[config.mk]
export PLATFORM = sky130hd
export DESIGN_NAME = mst_scan_seq
export DESIGN_NICKNAME = d
export VERILOG_FILES = /design/src/verilog/mst_pkg.sv /design/src/verilog/mst_scan_seq.sv /design/src/verilog/mst_result_mem.sv
export SDC_FILE = /design/constraint.sdc
export NUM_CORES = 1
export LEC_CHECK = 0
export ABC_AREA = 1
export ABC_CLOCK_PERIOD_IN_PS = 8900
export BUFFER_PORTS_ARGS = -buffer_cell sky130_fd_sc_hd__buf_2
export CORE_AREA = 2 2 258 260
export DETAILED_ROUTE_END_ITERATION = 6
export DIE_AREA = 0 0 260 262
export GPL_ROUTABILITY_DRIVEN = 0
export SYNTH_ARGS = -nofsm -noshare
export SYNTH_HDL_FRONTEND = slang
export SYNTH_SLANG_ARGS = --single-unit
[constraint.sdc]
create_clock -name SYS_CLK -period 8.9 [get_ports SYS_CLK]
set_clock_uncertainty 0.1 [all_clocks]
set_input_delay 0.445 -clock SYS_CLK [delete_from_list [all_inputs] [get_ports SYS_CLK]]
set_output_delay 0.445 -clock SYS_CLK [all_outputs]
set_load 0.05 [all_outputs]
[src/verilog/mst_pkg.sv]
package mst_pkg;

  // ----------------------------------------------------------------
  // Timing, in the units given and in 125 MHz clock cycles
  // ----------------------------------------------------------------
  localparam int CLK_PERIOD_NS = 8;
  localparam int VCONV_NS = 10600;
  localparam int TCONV_NS = 46000;
  localparam int REF00_NS = 20000;
  localparam int REF01_NS = 40000;
  localparam int LONG_WAIT_NS = 80000;
  localparam int WAIT_STEP_NS = 40000;
  // Least times round up to whole cycles
  localparam int VCONV_CYC = (VCONV_NS + CLK_PERIOD_NS - 1) / CLK_PERIOD_NS;
  localparam int TCONV_CYC = (TCONV_NS + CLK_PERIOD_NS - 1) / CLK_PERIOD_NS;
  localparam int REF00_CYC = (REF00_NS + CLK_PERIOD_NS - 1) / CLK_PERIOD_NS;
  localparam int REF01_CYC = (REF01_NS + CLK_PERIOD_NS - 1) / CLK_PERIOD_NS;
  // Threshold compared exactly, so it is not rounded
  localparam int LONG_WAIT_CYC = LONG_WAIT_NS / CLK_PERIOD_NS;
  localparam int WAIT_STEP_CYC = (WAIT_STEP_NS + CLK_PERIOD_NS - 1) / CLK_PERIOD_NS;

  // ----------------------------------------------------------------
  // Channels: 0..7 external inputs, 8 internal temperature, 9 supply
  // ----------------------------------------------------------------
  localparam int NUM_CH = 10;
  localparam logic [3:0] CH_INT_TEMP = 4'h8;
  localparam logic [3:0] CH_SUPPLY = 4'h9;
  localparam int RES_W = 12;

  // ----------------------------------------------------------------
  // Register map (byte addresses) and field layout
  // ----------------------------------------------------------------
  localparam logic [7:0] ADDR_SETUP = 8'h00;
  localparam logic [7:0] ADDR_CHAN_EN = 8'h04;
  localparam logic [7:0] ADDR_INPUT_CFG = 8'h08;
  localparam logic [7:0] ADDR_STATUS = 8'h0c;
  localparam logic [7:0] ADDR_SCAN_PERIOD = 8'h10;
  localparam logic [1:0] ADDR_RES_PAGE = 2'h1;
  localparam int SETUP_SCAN_BIT = 0;
  localparam int SETUP_REF_LSB = 1;
  localparam int SETUP_WAIT_LSB = 5;
  localparam int CFG_TEMP_LSB = 0;
  localparam int CFG_DIFF_LSB = 8;
  localparam logic [7:0] SETUP_RST = 8'h00;
  localparam logic [9:0] CHAN_EN_RST = 10'h3ff;
  localparam logic [11:0] INPUT_CFG_RST = 12'h000;

  // Reference modes
  localparam logic [1:0] REF_MODE_00 = 2'h0;
  localparam logic [1:0] REF_MODE_01 = 2'h1;

  typedef enum logic [1:0] {
    ST_IDLE = 2'b00,
    ST_REF = 2'b01,
    ST_CONV = 2'b10,
    ST_WAIT = 2'b11
  } mst_state_t;

  typedef struct packed {
    logic scan_en;
    logic [1:0] ref_mode;
    logic [2:0] wait_sel;
    logic [9:0] chan_en;
    logic [7:0] temp_sel;
    logic [3:0] diff_sel;
  } mst_cfg_t;

  typedef struct packed {
    logic [3:0] chan;
    logic temp;
    logic diff;
  } mst_conv_cmd_t;

endpackage

[src/verilog/mst_scan_seq.sv]
// Behaviour
// (RQ1) Each voltage conversion lasts 10.6 us and each temperature conversion 46 us.
// (RQ2) A differential pair takes one conversion slot; its odd input is never converted alone.
// (RQ3) In reference mode 00 a 20 us reference power-up precedes every temperature conversion.
// (RQ4) In reference mode 01 a 40 us power-up follows each sample wait only if it exceeds 80 us.
// (RQ5) In reference mode 10 no reference power-up is ever inserted.
// (RQ6) A scan lasts power-up plus voltage and temperature conversion times plus the sample wait.
// (RQ7) The sample wait is chosen by the three-bit field in bits 5 to 7 of the setup register.
// (RQ8) All conversion timing counts the internal clock and nothing from the host; the code counts SYS_CLK only while CLK_EN is high.
// (RQ9) The reference shuts down automatically in mode 00, and in mode 01 after a long wait.
// (RQ10) A differential temperature pair uses the even input as anode and the odd as cathode.
// (RQ11) The host marks a pair differential temperature and enables only its even channel.
// (RQ12) The host marks a single-ended temperature input and enables its channel bit.
// (RQ13) Each temperature result is kept as a 12-bit two's complement code of 0.125 C steps.
// (RQ14) An active scan converts each enabled slot in turn, waits, then restarts from the first.
`timescale 1ns/1ns
module mst_scan_seq
  import mst_pkg::*;
#(
  parameter int TCONV_CYCLES = TCONV_CYC,
  parameter int REF01_CYCLES = REF01_CYC,
  parameter int LONG_WAIT_CYCLES = LONG_WAIT_CYC,
  parameter int WAIT_STEP_CYCLES = WAIT_STEP_CYC
) (
  input wire logic SYS_CLK,
  input wire logic RST_N,
  input wire logic CLK_EN,
  input wire logic PSEL,
  input wire logic PENABLE,
  input wire logic PWRITE,
  input wire logic [7:0] PADDR,
  input wire logic [31:0] PWDATA,
  output logic [31:0] PRDATA,
  output logic PREADY,
  output logic PSLVERR,
  input wire logic [11:0] CONV_DATA,
  output logic CONV_START,
  output mst_conv_cmd_t CONV_CMD,
  output logic CONV_BUSY,
  output logic REF_SHDN
);

  // ----------------------------------------------------------------
  // Helpers
  // ----------------------------------------------------------------
  function automatic logic is_temp(input logic [3:0] c, input mst_cfg_t g);
    if (c == CH_INT_TEMP) return 1'b1;
    if (c == CH_SUPPLY) return 1'b0;
    return g.temp_sel[c[2:0]];
  endfunction

  function automatic logic slot_ok(input logic [3:0] c, input mst_cfg_t g);
    logic odd_of_pair;
    odd_of_pair = (c < CH_INT_TEMP) && c[0] && g.diff_sel[c[2:1]]; // RQ2
    return (32'(c) < NUM_CH) && g.chan_en[c] && !odd_of_pair;
  endfunction

  // First usable slot at or above 'from'; bit 4 says one was found
  function automatic logic [4:0] find_slot(input logic [3:0] from, input mst_cfg_t g);
    logic [4:0] r;
    r = 5'h00;
    for (int i = NUM_CH - 1; i >= 0; i--) begin
      if (4'(i) >= from && slot_ok(4'(i), g)) r = {1'b1, 4'(i)};
    end
    return r;
  endfunction

  function automatic logic [31:0] wait_cycles(input logic [2:0] sel);
    return 32'(sel) * 32'(WAIT_STEP_CYCLES);
  endfunction

  function automatic logic [31:0] conv_cycles(input logic [3:0] c, input mst_cfg_t g);
    return is_temp(c, g) ? 32'(TCONV_CYCLES) : 32'(VCONV_CYC);
  endfunction

  // ----------------------------------------------------------------
  // APB register file
  // ----------------------------------------------------------------
  mst_cfg_t cfg_r, cfg_nxt;
  logic [31:0] prdata_r, prdata_nxt;
  logic err_r, err_nxt;
  logic res_rd_r, res_rd_nxt;
  logic setup_ph, wr_acc, res_hit;
  logic [11:0] mem_rdata;
  mst_state_t state_r, state_nxt;
  logic [3:0] chan_r, chan_nxt;
  logic [31:0] cnt_r, cnt_nxt;
  logic [31:0] per_cnt_r, per_cnt_nxt, period_r, period_nxt;
  logic start_r, start_nxt, shdn_r, shdn_nxt, wr_res;
  logic long_wait;
  logic [4:0] next_slot;

  assign setup_ph = PSEL && !PENABLE;
  assign wr_acc = PSEL && PENABLE && PWRITE && CLK_EN;
  assign res_hit = (PADDR[7:6] == ADDR_RES_PAGE) && (32'(PADDR[5:2]) < NUM_CH);
  assign long_wait = wait_cycles(cfg_r.wait_sel) > 32'(LONG_WAIT_CYCLES);
  assign next_slot = find_slot(4'(chan_r + 4'h1), cfg_r);

  // Writes land at the access edge; reads are captured in setup
  always_comb begin
    cfg_nxt = cfg_r;
    prdata_nxt = prdata_r;
    err_nxt = err_r;
    res_rd_nxt = res_rd_r;
    if (wr_acc && PADDR == ADDR_SETUP) begin
      cfg_nxt.scan_en = PWDATA[SETUP_SCAN_BIT];
      cfg_nxt.ref_mode = PWDATA[SETUP_REF_LSB +: 2];
      cfg_nxt.wait_sel = PWDATA[SETUP_WAIT_LSB +: 3]; // RQ7
    end
    if (wr_acc && PADDR == ADDR_CHAN_EN) begin
      cfg_nxt.chan_en = PWDATA[9:0];
    end
    if (wr_acc && PADDR == ADDR_INPUT_CFG) begin
      cfg_nxt.temp_sel = PWDATA[CFG_TEMP_LSB +: 8];
      cfg_nxt.diff_sel = PWDATA[CFG_DIFF_LSB +: 4];
    end
    if (setup_ph) begin
      res_rd_nxt = res_hit;
      err_nxt = 1'b0;
      unique case (PADDR)
        ADDR_SETUP: prdata_nxt = {24'h0, cfg_r.wait_sel, 2'h0, cfg_r.ref_mode,
                                  cfg_r.scan_en};
        ADDR_CHAN_EN: prdata_nxt = {22'h0, cfg_r.chan_en};
        ADDR_INPUT_CFG: prdata_nxt = {20'h0, cfg_r.diff_sel, cfg_r.temp_sel};
        ADDR_STATUS: prdata_nxt = {24'h0, CONV_BUSY, shdn_r, chan_r, state_r};
        ADDR_SCAN_PERIOD: prdata_nxt = period_r;
        default: begin
          prdata_nxt = 32'h0;
          err_nxt = !res_hit;
        end
      endcase
    end
  end

  always_ff @(posedge SYS_CLK or negedge RST_N) begin
    if (!RST_N) begin
      cfg_r <= '{scan_en: SETUP_RST[SETUP_SCAN_BIT],
                 ref_mode: SETUP_RST[SETUP_REF_LSB +: 2],
                 wait_sel: SETUP_RST[SETUP_WAIT_LSB +: 3],
                 chan_en: CHAN_EN_RST,
                 temp_sel: INPUT_CFG_RST[CFG_TEMP_LSB +: 8],
                 diff_sel: INPUT_CFG_RST[CFG_DIFF_LSB +: 4]};
      prdata_r <= 32'h0;
      err_r <= 1'b0;
      res_rd_r <= 1'b0;
    end else if (CLK_EN) begin
      cfg_r <= cfg_nxt;
      prdata_r <= prdata_nxt;
      err_r <= err_nxt;
      res_rd_r <= res_rd_nxt;
    end
  end

  // Zero wait states; a frozen clock enable stalls the access
  assign PREADY = CLK_EN;
  assign PSLVERR = PSEL && PENABLE && err_r;
  assign PRDATA = res_rd_r ? {20'h0, mem_rdata} : prdata_r;

  // ----------------------------------------------------------------
  // Result store
  // ----------------------------------------------------------------
  // Codes are kept untouched; temperature arrives as signed 0.125 C steps
  mst_result_mem #(.DW(RES_W), .DEPTH(NUM_CH), .AW(4)) u_mem (
    .clk(SYS_CLK),
    .rst_n(RST_N),
    .ce(CLK_EN),
    .we(wr_res), // RQ13
    .waddr(chan_r),
    .wdata(CONV_DATA),
    .re(setup_ph && !PWRITE && res_hit),
    .raddr(PADDR[5:2]),
    .rdata(mem_rdata)
  );

  // ----------------------------------------------------------------
  // Scan sequencer
  // ----------------------------------------------------------------
  // Every count runs on SYS_CLK gated by CLK_EN, so a frozen clock enable stretches a slot
  always_comb begin
    logic [4:0] slot;
    logic go, start_scan;
    slot = 5'h00;
    go = 1'b0;
    start_scan = 1'b0;
    state_nxt = state_r;
    chan_nxt = chan_r;
    cnt_nxt = cnt_r;
    start_nxt = 1'b0;
    wr_res = 1'b0;
    per_cnt_nxt = per_cnt_r + 32'h1;
    period_nxt = period_r;
    unique case (state_r)
      ST_IDLE: start_scan = cfg_r.scan_en;
      ST_REF: begin
        cnt_nxt = cnt_r - 32'h1;
        if (cnt_r <= 32'h1) begin
          if (slot_ok(chan_r, cfg_r)) begin
            state_nxt = ST_CONV;
            cnt_nxt = conv_cycles(chan_r, cfg_r); // RQ1
            start_nxt = 1'b1;
          end else begin
            state_nxt = ST_WAIT;
            cnt_nxt = wait_cycles(cfg_r.wait_sel);
          end
        end
      end
      ST_CONV: begin
        cnt_nxt = cnt_r - 32'h1; // RQ8
        if (cnt_r <= 32'h1) begin
          wr_res = 1'b1;
          slot = next_slot; // RQ14
          go = slot[4];
          if (!go) begin
            state_nxt = ST_WAIT;
            cnt_nxt = wait_cycles(cfg_r.wait_sel); // RQ7
          end
        end
      end
      ST_WAIT: begin
        cnt_nxt = cnt_r - 32'h1;
        if (cnt_r <= 32'h1) begin
          start_scan = cfg_r.scan_en;
          if (!cfg_r.scan_en) state_nxt = ST_IDLE;
        end
      end
    endcase
    // New scan: time since the last start is the measured period
    if (start_scan) begin
      period_nxt = per_cnt_r; // RQ6
      per_cnt_nxt = 32'h1;
      slot = find_slot(4'h0, cfg_r);
      if (cfg_r.ref_mode == REF_MODE_01 && long_wait) begin
        state_nxt = ST_REF; // RQ4
        chan_nxt = slot[3:0];
        cnt_nxt = 32'(REF01_CYCLES);
      end else if (slot[4]) begin
        go = 1'b1;
      end else begin
        state_nxt = ST_WAIT;
        cnt_nxt = wait_cycles(cfg_r.wait_sel);
      end
    end
    // Launch a slot; mode 00 powers the reference before temperature only
    if (go) begin
      chan_nxt = slot[3:0];
      if (cfg_r.ref_mode == REF_MODE_00 && is_temp(slot[3:0], cfg_r)) begin
        state_nxt = ST_REF; // RQ3
        cnt_nxt = 32'(REF00_CYC);
      end else begin
        state_nxt = ST_CONV; // RQ5
        cnt_nxt = conv_cycles(slot[3:0], cfg_r);
        start_nxt = 1'b1;
      end
    end
    // Reference off unless needed; modes 10 and 11 keep it on
    unique case (cfg_r.ref_mode)
      REF_MODE_00: shdn_nxt = !(state_nxt == ST_REF ||
                                (state_nxt == ST_CONV && is_temp(chan_nxt, cfg_r))); // RQ9
      REF_MODE_01: shdn_nxt = long_wait && (state_nxt == ST_WAIT || state_nxt == ST_IDLE);
      default: shdn_nxt = 1'b0;
    endcase
  end

  always_ff @(posedge SYS_CLK or negedge RST_N) begin
    if (!RST_N) begin
      state_r <= ST_IDLE;
      chan_r <= 4'h0;
      cnt_r <= 32'h0;
      per_cnt_r <= 32'h0;
      period_r <= 32'h0;
      start_r <= 1'b0;
      shdn_r <= 1'b1;
    end else if (CLK_EN) begin
      state_r <= state_nxt;
      chan_r <= chan_nxt;
      cnt_r <= cnt_nxt;
      per_cnt_r <= per_cnt_nxt;
      period_r <= period_nxt;
      start_r <= start_nxt;
      shdn_r <= shdn_nxt;
    end
  end

  // Differential pair: the even channel number names the anode input
  assign CONV_CMD = '{chan: chan_r, temp: is_temp(chan_r, cfg_r),
                      diff: (chan_r < CH_INT_TEMP) && cfg_r.diff_sel[chan_r[2:1]]}; // RQ10
  assign CONV_START = start_r;
  assign CONV_BUSY = (state_r == ST_CONV);
  assign REF_SHDN = shdn_r;

  // ----------------------------------------------------------------
  // Checks
  // ----------------------------------------------------------------
  logic [31:0] conv_len_r;
  // Restarts with every slot, so back-to-back conversions are measured apart
  always_ff @(posedge SYS_CLK or negedge RST_N) begin
    if (!RST_N) conv_len_r <= 32'h0;
    else if (CLK_EN) conv_len_r <= start_nxt ? 32'h0 : conv_len_r + 32'h1;
  end
endmodule // mst_scan_seq

[src/verilog/mst_result_mem.sv]
`timescale 1ns/1ns
module mst_result_mem #(
  parameter int DW = 12,
  parameter int DEPTH = 10,
  parameter int AW = 4
) (
  input wire logic clk,
  input wire logic rst_n,
  input wire logic ce,
  input wire logic we,
  input wire logic [AW-1:0] waddr,
  input wire logic [DW-1:0] wdata,
  input wire logic re,
  input wire logic [AW-1:0] raddr,
  output logic [DW-1:0] rdata
);

  logic [DW-1:0] mem [DEPTH];
  logic [DW-1:0] rdata_r;

  // ----------------------------------------------------------------
  // Storage, no reset so it maps onto plain RAM
  // ----------------------------------------------------------------
  always_ff @(posedge clk) begin
    if (ce && we && (32'(waddr) < DEPTH)) begin
      mem[waddr] <= wdata;
    end
  end

  // Registered read port; out-of-range reads give zero
  always_ff @(posedge clk or negedge rst_n) begin
    if (!rst_n) begin
      rdata_r <= '0;
    end else if (ce && re) begin
      rdata_r <= (32'(raddr) < DEPTH) ? mem[raddr] : '0;
    end
  end

  assign rdata = rdata_r;

endmodule // mst_result_mem

# After elaboration in Yosys (flattened, before gate mapping)
# Memory sizes are Yosys's and may differ from the RTL's. A register that Yosys moved wholly into a read port is not among the register bits.
# Index checks and enable logic that the tools add are counted.
# W data, S select, Z words.
word_totals:
  register_bits: 166
  ramBits: 120
  input_bits: 58
  out_inout_bits: 43
  memories: 1
mem_list:
  columns: ["memory", "depth", "width", "rd", "rd_ports_with_merged_regs", "wr", "line", "source"]
  rows:
  - ["u_mem.mem", 10, 12, 1, 1, 1, "mst_result_mem.sv:18", "logic [DW-1:0] mem [DEPTH];"]
classes:
  addsub: 3
  multipliers: 1
  magnitude_cmp: 20
  n_eq_ne: 18
  n_mux: 130
  reduce_logical: 59
ops:
  columns: ["operator", "n"]
  rows:
  - ["$mux W32", 9]
  - ["$pmux W32 S5", 1]
  - ["$mux W5", 21]
  - ["$pmux W32 S3", 1]
  - ["$mux W1", 70]
  - ["$mux W13", 3]
  - ["$logic_and A1 B1 Y1", 37]
  - ["$add A32 B1 Y32 const B", 1]
  - ["$le A32 B1 Y1 const B", 1]
  - ["$sub A32 B1 Y32 const B", 1]
  - ["$eq A4 B4 Y1 const B", 6]
  - ["$mux W4", 6]
  - ["$mux W2", 10]
  - ["$eq A8 B4 Y1 const B", 2]
  - ["$ge A3 B4 Y1 const A", 4]
  - ["$gt A16 B14 Y1 const B", 1]
  - ["$mux W16", 1]
  - ["$mul A3 B10 Y13 const B", 1]
  - ["$lt A3 B4 Y1 const B", 3]
  - ["$lt A4 B4 Y1 const B", 3]
  - ["$logic_not A1 Y1", 10]
  - ["$reduce_and A2 Y1", 5]
  - ["$bmux W1 S3", 3]
  - ["$eq A2 B1 Y1 const B", 4]
  - ["other kinds (17)", 27]

# Longest topological paths before layout
# Gate-level depths: netlist (run 1).
depth:
  word_depth: 37
  depth_mapped: 30
  mapped_depth_nobuf: 29

# Hierarchy
# A second synthesis (run 1) with hierarchy kept.
unflattened:
  cells_unflattened: 2012
  hier_area_um2: 16249.3
by_module_without_submodules:
  columns: ["module", "n_inst", "cells_each", "area_per_inst_um2"]
  rows:
  - ["mst_scan_seq", 1, 1479, 10707.8]
  - ["mst_result_mem", 1, 533, 5541.6]

# Worst setup path before layout (run 1)
# Ideal clock, no wire load.
synth_path:
  path_kind: "flip-flop to flip-flop"
  startpoint: "register cfg_r[23] (netlist name)"
  endpoint: "register shdn_r, in the netlist REF_SHDN"
  arrival_time_ns: 3.418
  setup_slack_ns: 5.306
  stages_incl_launch_ff: 24
  path_buffers: 1
  synth_period_minus_slack_ns: 3.594
  path_cell_list: "dfrtp_1 -> fa_1 -> ha_1 -> fa_1 -> nand3_1 -> nor2_1 -> nor2_1 -> nand2_1 -> nand2_1 -> nand2_1 -> nand2_2 -> nand2_1 -> nor2_1 -> nor2_4 -> buf_6 -> nor2_1 -> nand3_2 -> nand2_1 -> inv_1 -> ha_1 -> nand2_1 -> nand2_1 -> nand2_1 -> nand2_1"
synth_rtl:
  columns: ["element", "line", "source"]
  rows:
  - ["start, declared", "mst_scan_seq.sv:79", "mst_cfg_t cfg_r, cfg_nxt;"]
  - ["start signal, assigned", "mst_scan_seq.sv:137", "cfg_r <= '{scan_en: SETUP_RST[SETUP_SCAN_BIT],"]
  - ["start signal, assigned", "mst_scan_seq.sv:147", "cfg_r <= cfg_nxt;"]
  - ["$mul A3 B10 Y13 (*)", "mst_scan_seq.sv:69", "return 32'(sel) * 32'(WAIT_STEP_CYCLES);"]
  - ["$gt A16 B14 Y1 (*)", "mst_scan_seq.sv:96", "assign long_wait = wait_cycles(cfg_r.wait_sel) > 32'(LONG_WAIT_CYCLES);"]
  - ["$logic_and A1 B1 Y1 (*)", "mst_scan_seq.sv:232", "if (cfg_r.ref_mode == REF_MODE_01 && long_wait) begin"]
  - ["$mux W2 or $mux W1 (tied branches)", "mst_scan_seq.sv:232", null]
  - ["$mux W2 or $mux W1 (tied branches)", "mst_scan_seq.sv:228", "if (start_scan) begin"]
  - ["$mux W2 (*)", "mst_scan_seq.sv:244", "if (go) begin"]
  - ["via state_nxt[0]", "mst_scan_seq.sv:85", "mst_state_t state_r, state_nxt;"]
  - ["$eq A2 B2 Y1", "mst_scan_seq.sv:258", "(state_nxt == ST_CONV && is_temp(chan_nxt, cfg_r)));"]
  - ["$logic_and A1 B1 Y1", "mst_scan_seq.sv:258", null]
  - ["$logic_or A1 B1 Y1", "mst_scan_seq.sv:257", "REF_MODE_00: shdn_nxt = !(state_nxt == ST_REF ||"]
  - ["$logic_not A1 Y1", "mst_scan_seq.sv:257", null]
  - ["$pmux W1 S2 (*)", "mst_scan_seq.sv:256", "unique case (cfg_r.ref_mode)"]
  - ["end signal, assigned", "mst_scan_seq.sv:280", "shdn_r <= shdn_nxt;"]
  - ["end, declared", "mst_scan_seq.sv:89", "logic start_r, start_nxt, shdn_r, shdn_nxt, wr_res;"]
# The timed path passes the listed nets; every way through them passes the cells marked *. The select of a mux whose other input is x is not followed.
# A chain may end at the register's enable or synchronous reset.

# Worst setup path in the final report (run 1)
# Ends and elaborated chain as after synthesis.

==> results.txt, run 1 <==
----------------------------------------------------
[Clock network]
  Post-CTS repair timing setup buffer count ... 0
  Number of sinks handled by clock tree synthesis ... ~300
  Clock tree from TritonCTS ... yes
  Clock latency reported for the late side of the worst-skew pair ... 0.54 ns
  Longest Clk Path Bufs ... 3
  Clock transition at the registers of the reported paths ... 0.06 ns
  CTS root buf ... sky130_fd_sc_hd__clkbuf_16
  Number of buffers created by CTS ... 34
  Htree depth ... 2

[STA]
  Fraction of the cycle the final worst path needs ... 0.5019
  Final worst path period need ... about 4.5 ns
  Total count of max-transition violations in the final report ... 0
  Number of endpoints with negative hold slack in the final report ... 0
  Fmax ... ~0.22 GHz
  Post-Route Setup TNS ... 0 ns
  Worst path setup slack after routing ... 4.433 ns
  Actual slew at the worst max-slew pin ... 0.9996 ns
  Max-Slew Margin vs Limit ... 0.3295
  Number of failing setup endpoints in the final timing report ... 0
  RSZ-0062 raised after global routing ... false

[Route]
  Drt first pass iters ... 5
  Vias per inst ... 4.543
  Number of nets with antenna violations after routing ... 0
  Vias after detailed routing ... ~12000
  Total DRC errors in the routed layout ... 0
  Wirelength per Cell ... around 16 um
  Count of routing violations after the opening detailed-route iteration ... 992
  Wire length after detailed routing ... 44230 um

[Place]
  Post-Place Cell Area ... 16830 sq um
  Count of input and output buffers ... 80
  Detailed-placement wirelength estimate ... between 20000 and 30000 um
  Post-Place Worst Slack ... between 4 and 5 ns
  Placed Instances ... 2685

[Worst setup path]
  Required time of the critical path ... 9.28 ns
  Element type at the critical path start ... flop
  Critical Setup Path Class ... flop to flop
  CP Capture Type ... flop
  Crit path DAT ... 4.85 ns
  Worst R2R Path Depth ... 20
  Worst R2R Start ... cfg_r[23]
  Biggest fanout along the worst timing path ... 12
  Worst setup path start ... cfg_r[23]

[Logic synthesis]
  Number of different library cells in the post-synthesis netlist ... 60
  Cell Area, Synth ... around 16000 sq um
  Dominant cell type by area after synthesis ... sky130_fd_sc_hd__dfrtp_1
  Gate count of the mapped netlist ... 1794
  Fraction of the yosys area taken by sequential cells ... 0.5206
  Post-synth top cells ... 393 x sky130_fd_sc_hd__nand2_1, 200 x sky130_fd_sc_hd__inv_1, 173 x sky130_fd_sc_hd__o21ai_0, 167 x sky130_fd_sc_hd__dfrtp_1, 147 x sky130_fd_sc_hd__nor2_1
  Most frequent cell after synthesis ... sky130_fd_sc_hd__nand2_1
  Yosys Warn Count ... 0
  Share of the synthesized area in the top cell type ... 0.2696
  Flip-flop and latch count after synthesis ... 298
  Count of flip-flops with a built-in enable after synthesis ... 120
  Flip-flop cell with the highest count after synthesis ... sky130_fd_sc_hd__dfrtp_1
  Avg Synthesized Cell Area ... around 8.6 sq um
  Cell types occupying the most area after synthesis ... sky130_fd_sc_hd__dfrtp_1 27%, sky130_fd_sc_hd__edfxtp_1 23%, sky130_fd_sc_hd__nand2_1 9.5%
  Share of flip-flops with an asynchronous set or reset after synthesis ... 0.5973
  Nets in the synthesized netlist ... between 1500 and 2000

[GRT]
  Global-route wire length before repair ... ~70000 um
  Total congestion overflow ... 0
  Total Routing Usage GR ... 0.1291
  Largest net degree at the start of global routing ... 114
  Via count of the first global-routing pass ... 12080
  Initial antenna violation count ... 1

[Power]
  Switching power as a share of total power ... 0.3157
  Clock network power share ... 0.368
  Pint ... 0.002504 W
  Switching power of the nets ... 0.001155 W
  Static leakage power ... 7.392 nW
  Ratio of total power to cell area ... roughly 200 nW/um^2
  Share of power burned in registers ... 0.443
  Peak supply drop ... 0.1152 mV
  Part of the power in combinational logic ... 0.189

[Floorplan]
  Core area ... about 65000 sq um
  Die extent in y ... 262 um
  Die X-Extent ... 260 um
  Total number of placement rows ... between 90 and 100
  Effective utilization at floorplan ... 0.2375
  I/O pin total ... 101
  Total die area ... 68120 sq um

[Layout]
  Finished layout cell area ... 17900 sq um
  Number of nets in the layout ... 1941
  Antenna diode instance count ... 0
  Layout overhead on the synthesized area ... 15.49%
  Non-filler instance count after layout ... between 2000 and 3000
  Fraction of layout instances using a drive strength above 1 ... 0.1392

[Min path]
  Worst hold path cell count ... 3
  Path type of the worst min-delay path ... input port to flop
  Startpoint of the most critical hold path ... PWDATA[7]

[Run]
  Max-capacitance violation count ... 0

[Outcome]
  Result of the run ... finished clean

----------------------------------------------------
[cell families after synthesis]
| family | Yosys count | share of synthesized area |
|---|---|---|
| buf+inv | 288 | 0.07328 |
| xor+xnor | 29 | 0.01638 |
| flops | 298 | 0.5206 |
| simple gates | 763 | 0.2227 |
| fa+ha+maj | 25 | 0.02163 |
| compound gates | 391 | 0.1454 |
[registers in the layout (all words and copies together) (netlist names), 2 cells and up]
name / count
state_r: 2
prdata_r: 32
period_r: 32
cfg_r: 28
u_mem.rdata: 12
u_mem.mem: 120
per_cnt_r: 32
chan_r: 4
cnt_r: 32
[power groups by stage]
stage	clock network [W]	logic, W	registers, W
2_1_floorplan	0	0.000514	0.00163
3_3_place_gp	0	0.000684	0.00165
3_5_place_dp	0	0.000688	0.00165
4_1_cts	0.00138	0.000692	0.00162
5_1_grt	0.00143	0.000776	0.00163
6_report	0.00135	0.000690	0.00162
[worst paths after layout]
path | slack, ns | to
min in group asynchronous | 0.56 | u_mem.rdata[0]
worst max-delay path | 4.43 | REF_SHDN
worst max register to register | 4.43 | REF_SHDN
worst min-delay path | 0.09 | cfg_r[19]
worst min register to register | 0.38 | period_r[4]
max in group asynchronous | 6.63 | prdata_r[27]
[critical path, cell delays in order (launching register included)]
cell,delay (ns)
sky130_fd_sc_hd__dfrtp_1,0.77
sky130_fd_sc_hd__fa_1,0.53
sky130_fd_sc_hd__ha_1,0.25
sky130_fd_sc_hd__fa_1,0.51
sky130_fd_sc_hd__nand3_1,0.11
sky130_fd_sc_hd__nor2_1,0.05
sky130_fd_sc_hd__nor2_1,0.08
sky130_fd_sc_hd__nand2_1,0.06
sky130_fd_sc_hd__nand2_1,0.05
sky130_fd_sc_hd__nand2_1,0.07
sky130_fd_sc_hd__nand2_2,0.13
sky130_fd_sc_hd__nand2_1,0.10
sky130_fd_sc_hd__o21ai_2,0.54
sky130_fd_sc_hd__nor2_1,0.27
sky130_fd_sc_hd__o21ai_0,0.17
sky130_fd_sc_hd__nand2_2,0.09
sky130_fd_sc_hd__ha_1,0.27
sky130_fd_sc_hd__nand2_1,0.05
sky130_fd_sc_hd__nand2_1,0.07
sky130_fd_sc_hd__nand2_1,0.05
sky130_fd_sc_hd__nand2_1,0.08
[per-stage QoR]
stage,util,power (W),hold slack [ns]
floorplan,-,0.002139,0.04941
global placement,0.2579,0.002329,0.3621
detailed placement,0.2579,0.002336,0.3704
CTS,0.2743,0.003694,0.07322
global route,0.2743,0.003843,0.09837
finish,0.2743,0.003659,0.09432
[final cells by class]
type | count | area (sq um)
Fill cell | 6945 | 47370
Sequential cell | 298 | 8071
Multi-Input combinational cell | 1208 | 6329
Tap cell | 864 | 1081
Clock buffer | 40 | 914.6
Inverter | 220 | 829.5
Timing Repair Buffer | 96 | 531.8
Clock inverter | 20 | 147.6
[what timing repair did]
action	CTS	global route
resized for setup	0	0
endpoints found under the hold margin	5	0
hold buffers	1	0
[routing by layer]
metal	up-vias	GRT usage	wire length, um
met2	303	0.2111	20360
met3	68	0.01563	1946
li1	6151	-	-
met4	2	0.04693	1358
met5	-	0	13
met1	5952	0.1757	20560
[cells in the final DEF, fill, tap and decap left out, drive strengths merged, types with 3 or more instances in the layout]
cell / Yosys / layout
a211oi: 7 / 7
a21oi: 78 / 78
a22o: 3 / 3
a22oi: 27 / 27
a31oi: 4 / 4
buf: 16 / 94
clkbuf: 52 / 41
clkinv: 6 / 22
dfrtp: 167 / 167
dfstp: 11 / 11
edfxtp: 120 / 120
fa: 3 / 3
ha: 22 / 22
inv: 214 / 216
nand2: 413 / 413
nand3: 117 / 117
nand3b: 7 / 7
nand4: 16 / 16
nor2: 172 / 172
nor3: 27 / 27
nor4: 6 / 6
o211ai: 24 / 24
o21ai: 187 / 187
o22ai: 45 / 45
o31ai: 3 / 3
or2: 3 / 3
xnor2: 3 / 3
xor2: 26 / 26
No activity file was read; power rests on OpenSTA's default activity.
==> run 2, diff against run 1 <==
ABC_CLOCK_PERIOD_IN_PS = 3770   (was 8900)
clock period = 3.77 ns   (was 8.9 ns; I/O delays follow)
==> results.txt, run 2 (same netlist as run 1, synthesis figures left out) <==
----------------------------------------------------
[GRT]
  Largest net degree at the start of global routing ... 110
  Total congestion overflow ... 0
  Most congested layer reported by global routing ... met2
  Met3 Usage GRT ... 0.02141
  Met1 layer usage reported by global route ... 0.1763
  Global-route wire length before repair ... between 60000 and 70000 um
  Initial antenna violation count ... 1
  Via count of the first global-routing pass ... ~12000
  Total Routing Usage GR ... 0.1307
  Global routing met2 resource utilization ... 0.2099

[Place]
  Placed Instances ... 2715
  Count of input and output buffers ... 80
  Detailed-placement wirelength estimate ... 31090 um

[Worst setup path]
  Biggest fanout along the worst timing path ... 5
  Crit path DAT ... 3.88 ns
  Reg2Reg Setup Slack ... 0.27 ns
  Worst R2R Start ... cfg_r[22]
  CP Capture Type ... flop
  Destination of the worst register-to-register timing path ... REF_SHDN
  Worst R2R Path Depth ... 22
  Required time of the critical path ... 4.15 ns
  Worst setup path start ... cfg_r[22]
  Critical Setup Path Class ... flop to flop
  Element type at the critical path start ... flop

[Route]
  Vias after detailed routing ... 12720
  Wirelength per Cell ... 15.89 um
  Total DRC errors in the routed layout ... 0
  Vias per inst ... 4.523
  Wire length after detailed routing ... between 40000 and 50000 um
  Number of nets with antenna violations after routing ... 0
  Count of routing violations after the opening detailed-route iteration ... 1079
  Drt first pass iters ... 5

[Layout]
  Final standard cell utilization of the core ... 0.2857
  Antenna diode instance count ... 0
  Area occupied by multi-input gates ... 6346 sq um
  Final-layout fill cell count ... 6983
  Fraction of layout instances using a drive strength above 1 ... 0.1567
  Max reg flops ... 120
  Non-filler instance count after layout ... 2811
  Register area ... slightly above 8000 sq um
  Number of nets in the layout ... 2003
  Layout overhead on the synthesized area ... 20.28%
  Leading cell types in the layout, fill and taps excluded ... 391 x sky130_fd_sc_hd__nand2_1, 200 x sky130_fd_sc_hd__inv_1, 172 x sky130_fd_sc_hd__o21ai_0, 167 x sky130_fd_sc_hd__dfrtp_1, 144 x sky130_fd_sc_hd__nor2_1
  Register with the most flip-flops ... u_mem.mem
  Commonest non-fill, non-tap cell in the layout ... sky130_fd_sc_hd__nand2_1

[Clock network]
  Longest Clk Path Bufs ... 3
  Clock latency reported for the late side of the worst-skew pair ... 0.55 ns
  Clock transition at the registers of the reported paths ... 0.06 ns
  Clock tree from TritonCTS ... yes
  Number of buffers created by CTS ... 35
  Number of sinks handled by clock tree synthesis ... between 200 and 300
  CTS root buf ... sky130_fd_sc_hd__clkbuf_16
  Htree depth ... 2

[Floorplan]
  I/O pin total ... just over 100
  Die X-Extent ... 260 um
  Die extent in y ... between 200 and 300 um
  Core area ... roughly 65000 sq um
  Total number of placement rows ... 94
  Effective utilization at floorplan ... 0.2375
  Total die area ... 68120 sq um

[Outcome]
  Result of the run ... finished clean

[STA]
  Fraction of the cycle the final worst path needs ... 0.9279
  Final worst path period need ... about 3.5 ns
  Post-Route Setup TNS ... 0 ns
  Number of endpoints with negative hold slack in the final report ... 0
  Actual slew at the worst max-slew pin ... 0.9694 ns
  Total count of max-transition violations in the final report ... 0
  Fmax ... approximately 0.29 GHz
  Max-Slew Margin vs Limit ... 0.3538
  Final hold slack ... 0.03476 ns
  Number of failing setup endpoints in the final timing report ... 0

[Power]
  Ratio of total power to cell area ... 491.6 nW/um^2
  Peak supply drop ... 0.2529 mV
  Static leakage power ... 7.762 nW

[Min path]
  Startpoint of the most critical hold path ... PENABLE
  Worst hold path cell count ... 4
  Path type of the worst min-delay path ... input port to flop
  Hold EP ... err_r

[Run]
  Max-capacitance violation count ... 0

----------------------------------------------------
run 2: worst max-delay path by stage:
stage	to	slack (ns)
finish	REF_SHDN	0.27
floorplan	REF_SHDN	0.18
global route	REF_SHDN	-0.005
detailed placement	REF_SHDN	0.17
CTS	REF_SHDN	0.17
global placement	REF_SHDN	0.20
run 2: stage by stage:
stage,setup WS (ns),instance area [sq um],total power (W)
detailed placement,0.1728,17060,0.005553
global placement,0.2003,17060,0.005538
finish,0.2717,18650,0.009167
floorplan,0.1764,15500,0.005050
CTS,0.1709,18590,0.009263
global route,-0.004637,18650,0.009620
run 2: final cells by class:
cell class	count	area share
clock buffers	48	0.05448
clock inverters	16	0.01255
inverters	220	0.04448
multi-input cells	1208	0.3403
flip-flops and latches	298	0.4328
well taps	864	0.05797
repair buffers	157	0.05737
run 2: power by group:
part / switching [W] / total [W] / internal, W
clock: 0.00139 / 0.00364 / 0.00225
combinational: 0.00116 / 0.00172 / 0.000561
sequential: 0.000225 / 0.00381 / 0.00358
run 2: routing by layer:
layer,vias up,wire length (um)
li1,6264,-
met1,6020,20230
met2,344,20600
met3,85,2383
met4,2,1442
met5,-,11
run 2: repair_timing:
action | CTS | global route
setup endpoints to repair | 0 | 1
hold buffers | 28 | 0
buffers inserted | 0 | 4
endpoints found under the hold margin | 248 | 0
resized for setup | 0 | 9
run 2: critical path, stage by stage, from the launching register on:
cell and delay (ns):
sky130_fd_sc_hd__dfrtp_1 0.39, sky130_fd_sc_hd__fa_1 0.55, sky130_fd_sc_hd__ha_2 0.20, sky130_fd_sc_hd__fa_2 0.46, sky130_fd_sc_hd__nand3_1 0.10, sky130_fd_sc_hd__nor2_1 0.05
sky130_fd_sc_hd__nor2_1 0.08, sky130_fd_sc_hd__nand2_1 0.05, sky130_fd_sc_hd__nand2_1 0.05, sky130_fd_sc_hd__nand2_1 0.07, sky130_fd_sc_hd__nand2_2 0.08, sky130_fd_sc_hd__nand2_2 0.08
sky130_fd_sc_hd__nor2_2 0.14, sky130_fd_sc_hd__nor2_4 0.07, sky130_fd_sc_hd__nor2_1 0.11, sky130_fd_sc_hd__nand3_2 0.16, sky130_fd_sc_hd__nand2_2 0.13, sky130_fd_sc_hd__inv_1 0.05
sky130_fd_sc_hd__ha_1 0.29, sky130_fd_sc_hd__nand2_1 0.07, sky130_fd_sc_hd__nand2_1 0.05, sky130_fd_sc_hd__nand2_1 0.05, sky130_fd_sc_hd__nand2_1 0.05
==> run 3, diff against run 2 <==
CORE_AREA = 2 2 264 266   (was 2 2 258 260)
DIE_AREA = 0 0 266 268   (was 0 0 260 262)
SYNTH_HIERARCHICAL = 1   (was not set)
==> results.txt, run 3 <==
----------------------------------------------------
[Outcome]
  Result of the run ... finished clean

[STA]
  Number of endpoints with negative hold slack in the final report ... 0
  Fmax ... 0.2824 GHz
  Max-Slew Margin vs Limit ... 0.2135
  Total count of max-transition violations in the final report ... 0
  Final worst path period need ... roughly 3.5 ns
  Post-Route Setup TNS ... 0 ns
  Final hold slack ... roughly 0.0029 ns
  Worst path setup slack after routing ... 0.2287 ns
  Fraction of the cycle the final worst path needs ... 0.9393
  Number of failing setup endpoints in the final timing report ... 0
  RSZ-0062 raised after global routing ... false
  Actual slew at the worst max-slew pin ... 1.150 ns

[Route]
  Total DRC errors in the routed layout ... 0
  Vias after detailed routing ... approximately 14000
  Number of nets with antenna violations after routing ... 0
  Drt first pass iters ... 5
  Vias per inst ... roughly 4.5
  Count of routing violations after the opening detailed-route iteration ... ~1100
  Wirelength per Cell ... about 15 um
  Wire length after detailed routing ... 46300 um

[Floorplan]
  I/O pin total ... 101
  Die extent in y ... about 270 um
  Total die area ... 71290 sq um
  Effective utilization at floorplan ... 0.2382
  Die X-Extent ... roughly 270 um
  Core area ... 68230 sq um
  Total number of placement rows ... 96

[GRT]
  Total congestion overflow ... 0
  Initial antenna violation count ... 0
  Largest net degree at the start of global routing ... 84
  Via count of the first global-routing pass ... 13230
  Global-route wire length before repair ... 73280 um
  Total Routing Usage GR ... 0.1302

[Logic synthesis]
  Cell Area, Synth ... 16250 sq um
  Number of different library cells in the post-synthesis netlist ... 62
  Gate count of the mapped netlist ... 2012
  Flip-flop and latch count after synthesis ... around 300
  Cell types occupying the most area after synthesis ... sky130_fd_sc_hd__dfrtp_1 26%, sky130_fd_sc_hd__edfxtp_1 22%, sky130_fd_sc_hd__nand2_1 12%
  Flip-flop cell with the highest count after synthesis ... sky130_fd_sc_hd__dfrtp_1
  Nets in the synthesized netlist ... 2095
  Dominant cell type by area after synthesis ... sky130_fd_sc_hd__dfrtp_1
  Most frequent cell after synthesis ... sky130_fd_sc_hd__nand2_1
  Share of the synthesized area in the top cell type ... 0.2572
  Share of flip-flops with an asynchronous set or reset after synthesis ... 0.5973
  Yosys Warn Count ... 6
  Count of flip-flops with a built-in enable after synthesis ... 120
  Avg Synthesized Cell Area ... 8.076 sq um
  Post-synth top cells ... 509 x sky130_fd_sc_hd__nand2_1, 261 x sky130_fd_sc_hd__inv_1, 196 x sky130_fd_sc_hd__nor2_1, 167 x sky130_fd_sc_hd__dfrtp_1, 163 x sky130_fd_sc_hd__o21ai_0
  Fraction of the yosys area taken by sequential cells ... 0.4967

[Power]
  Switching power as a share of total power ... 0.3202
  Ratio of total power to cell area ... 472.3 nW/um^2
  Switching power of the nets ... 0.002910 W
  Share of power burned in registers ... 0.416
  Pint ... 0.006179 W
  Clock network power share ... 0.367
  Static leakage power ... roughly 8.7 nW
  Peak supply drop ... 0.2624 mV
  Part of the power in combinational logic ... 0.217

[Worst setup path]
  Element type at the critical path start ... flop
  Worst setup path start ... cfg_r[22]
  Crit path DAT ... 3.93 ns
  CP Capture Type ... flop
  Required time of the critical path ... 4.16 ns
  Count of cell instances traversed by the critical path ... 26
  Biggest fanout along the worst timing path ... 7
  Critical Setup Path Class ... flop to flop
  Destination of the worst register-to-register timing path ... REF_SHDN
  Delay-heaviest family, CP ... simple AND/OR/NAND/NOR gates
  Worst path most repeated cell ... sky130_fd_sc_hd__nand2_1
  CP peak stage delay ... 0.55 ns
  Worst setup path endpoint ... REF_SHDN
  Critical path buffer and inverter count ... 1
  Reg2Reg Setup Slack ... 0.23 ns
  Cell type of the slowest stage on the worst timing path ... sky130_fd_sc_hd__fa_1
  Worst R2R Start ... cfg_r[22]
  Worst R2R Path Depth ... 26

[Clock network]
  Clock latency reported for the late side of the worst-skew pair ... 0.54 ns
  Longest Clk Path Bufs ... 3
  Clock tree from TritonCTS ... yes
  Htree depth ... 2
  Clock transition at the registers of the reported paths ... 0.07 ns
  Number of sinks handled by clock tree synthesis ... 298
  CTS root buf ... sky130_fd_sc_hd__clkbuf_16
  Number of buffers created by CTS ... 35

[Layout]
  Commonest non-fill, non-tap cell in the layout ... sky130_fd_sc_hd__nand2_1
  Final-layout fill cell count ... between 7000 and 8000
  Area occupied by multi-input gates ... between 6000 and 7000 sq um
  Register area ... 8071 sq um
  Leading cell types in the layout, fill and taps excluded ... 508 x sky130_fd_sc_hd__nand2_1, 261 x sky130_fd_sc_hd__inv_1, 194 x sky130_fd_sc_hd__nor2_1, 167 x sky130_fd_sc_hd__dfrtp_1, 163 x sky130_fd_sc_hd__o21ai_0
  Register with the most flip-flops ... u_mem/mem
  Layout overhead on the synthesized area ... 18.42%
  Max reg flops ... 120
  Number of nets in the layout ... roughly 2200
  Fraction of layout instances using a drive strength above 1 ... 0.1386

[Place]
  Detailed-placement wirelength estimate ... 32370 um
  Count of input and output buffers ... 80
  Post-Place Worst Slack ... 0.09345 ns

[Min path]
  Path type of the worst min-delay path ... input port to flop

[Run]
  Max-capacitance violation count ... 0

----------------------------------------------------
[run 3: changes by cell type after synthesis, sizes merged, moves of 9 or more]
cell / delta
o22ai: -23
o211ai: -10
nand3: +32
nor2: +41
nand2: +122
clkbuf: -9
buf: +15
a21oi: -16
a22oi: -22
inv: +76
nor4: +9
[run 3: area by class of cell]
class	instances	area share
sequential	298	0.4195
tap	882	0.05735
timing repair buffer	157	0.05586
clock buffer	51	0.05130
inverter	293	0.05722
multi-input combinational	1347	0.3517
antenna	1	0.0001300
clock inverter	11	0.006958
[run 3: cell families after synthesis]
family / share of synthesized area
AOI/OAI and AO/OA: 0.1165
adders and majority gates: 0.02064
xor gates and xnor gates: 0.01617
DFF: 0.4967
and+or+nand+nor: 0.2600
buffers and inverters: 0.09001
[run 3: worst reg2reg max path: cells and delay by family, from the launching register on]
kind | cells | cell delay, ns
buffers and inverters | 1 | 0.18
flip-flops | 1 | 0.39
AND/OR/NAND/NOR | 22 | 1.57
adder cells (fa/ha/maj) | 3 | 1.24
[run 3: metal layers]
layer / vias up / GRT usage / share of wire
met5: - / 0 / 0
met4: 0 / 0.04251 / 0.026
met3: 82 / 0.02529 / 0.067
met2: 365 / 0.2109 / 0.45
met1: 6396 / 0.1747 / 0.46
li1: 6777 / - / -
[run 3: power by group through the flow]
stage                     clock, W  sequential [W]  combinational [W]
final                      0.00334         0.00378            0.00198
after CTS                  0.00342         0.00378            0.00197
after detailed placement         0         0.00384            0.00194
after global placement           0         0.00383            0.00193
after floorplan                  0         0.00381            0.00140
after global routing       0.00355         0.00381            0.00224
[run 3: what timing repair did]
action                                  CTS  global route
endpoints found under the hold margin   216             0
setup buffers                             0             6
hold buffers                             25             0
gates resized for setup                   0             4
endpoints found under the setup margin    0             1
[run 3: worst min path at each step]
stage          slack [ns]      endpoint  cells after the start  startpoint
2_1_floorplan       -0.21    CONV_START                      0       RST_N
3_3_place_gp         0.19  prdata_r[31]                      1       RST_N
3_5_place_dp         0.19  prdata_r[28]                      1       RST_N
4_1_cts             0.009      res_rd_r                      5    PADDR[6]
5_1_grt              0.04     cfg_r[10]                      3   PWDATA[6]
6_report            0.003     cfg_r[10]                      3   PWDATA[6]
[run 3: stage by stage]
step | utilization | instances | cell area (sq um) | total power, W
after global placement | 0.2609 | 2946 | 17800 | 0.005762
after global routing | 0.2820 | 3039 | 19240 | 0.009604
after detailed placement | 0.2609 | 2946 | 17800 | 0.005779
final | 0.2820 | 3040 | 19240 | 0.009089
after CTS | 0.2810 | 3033 | 19170 | 0.009165
after floorplan | - | 2012 | 16250 | 0.005206
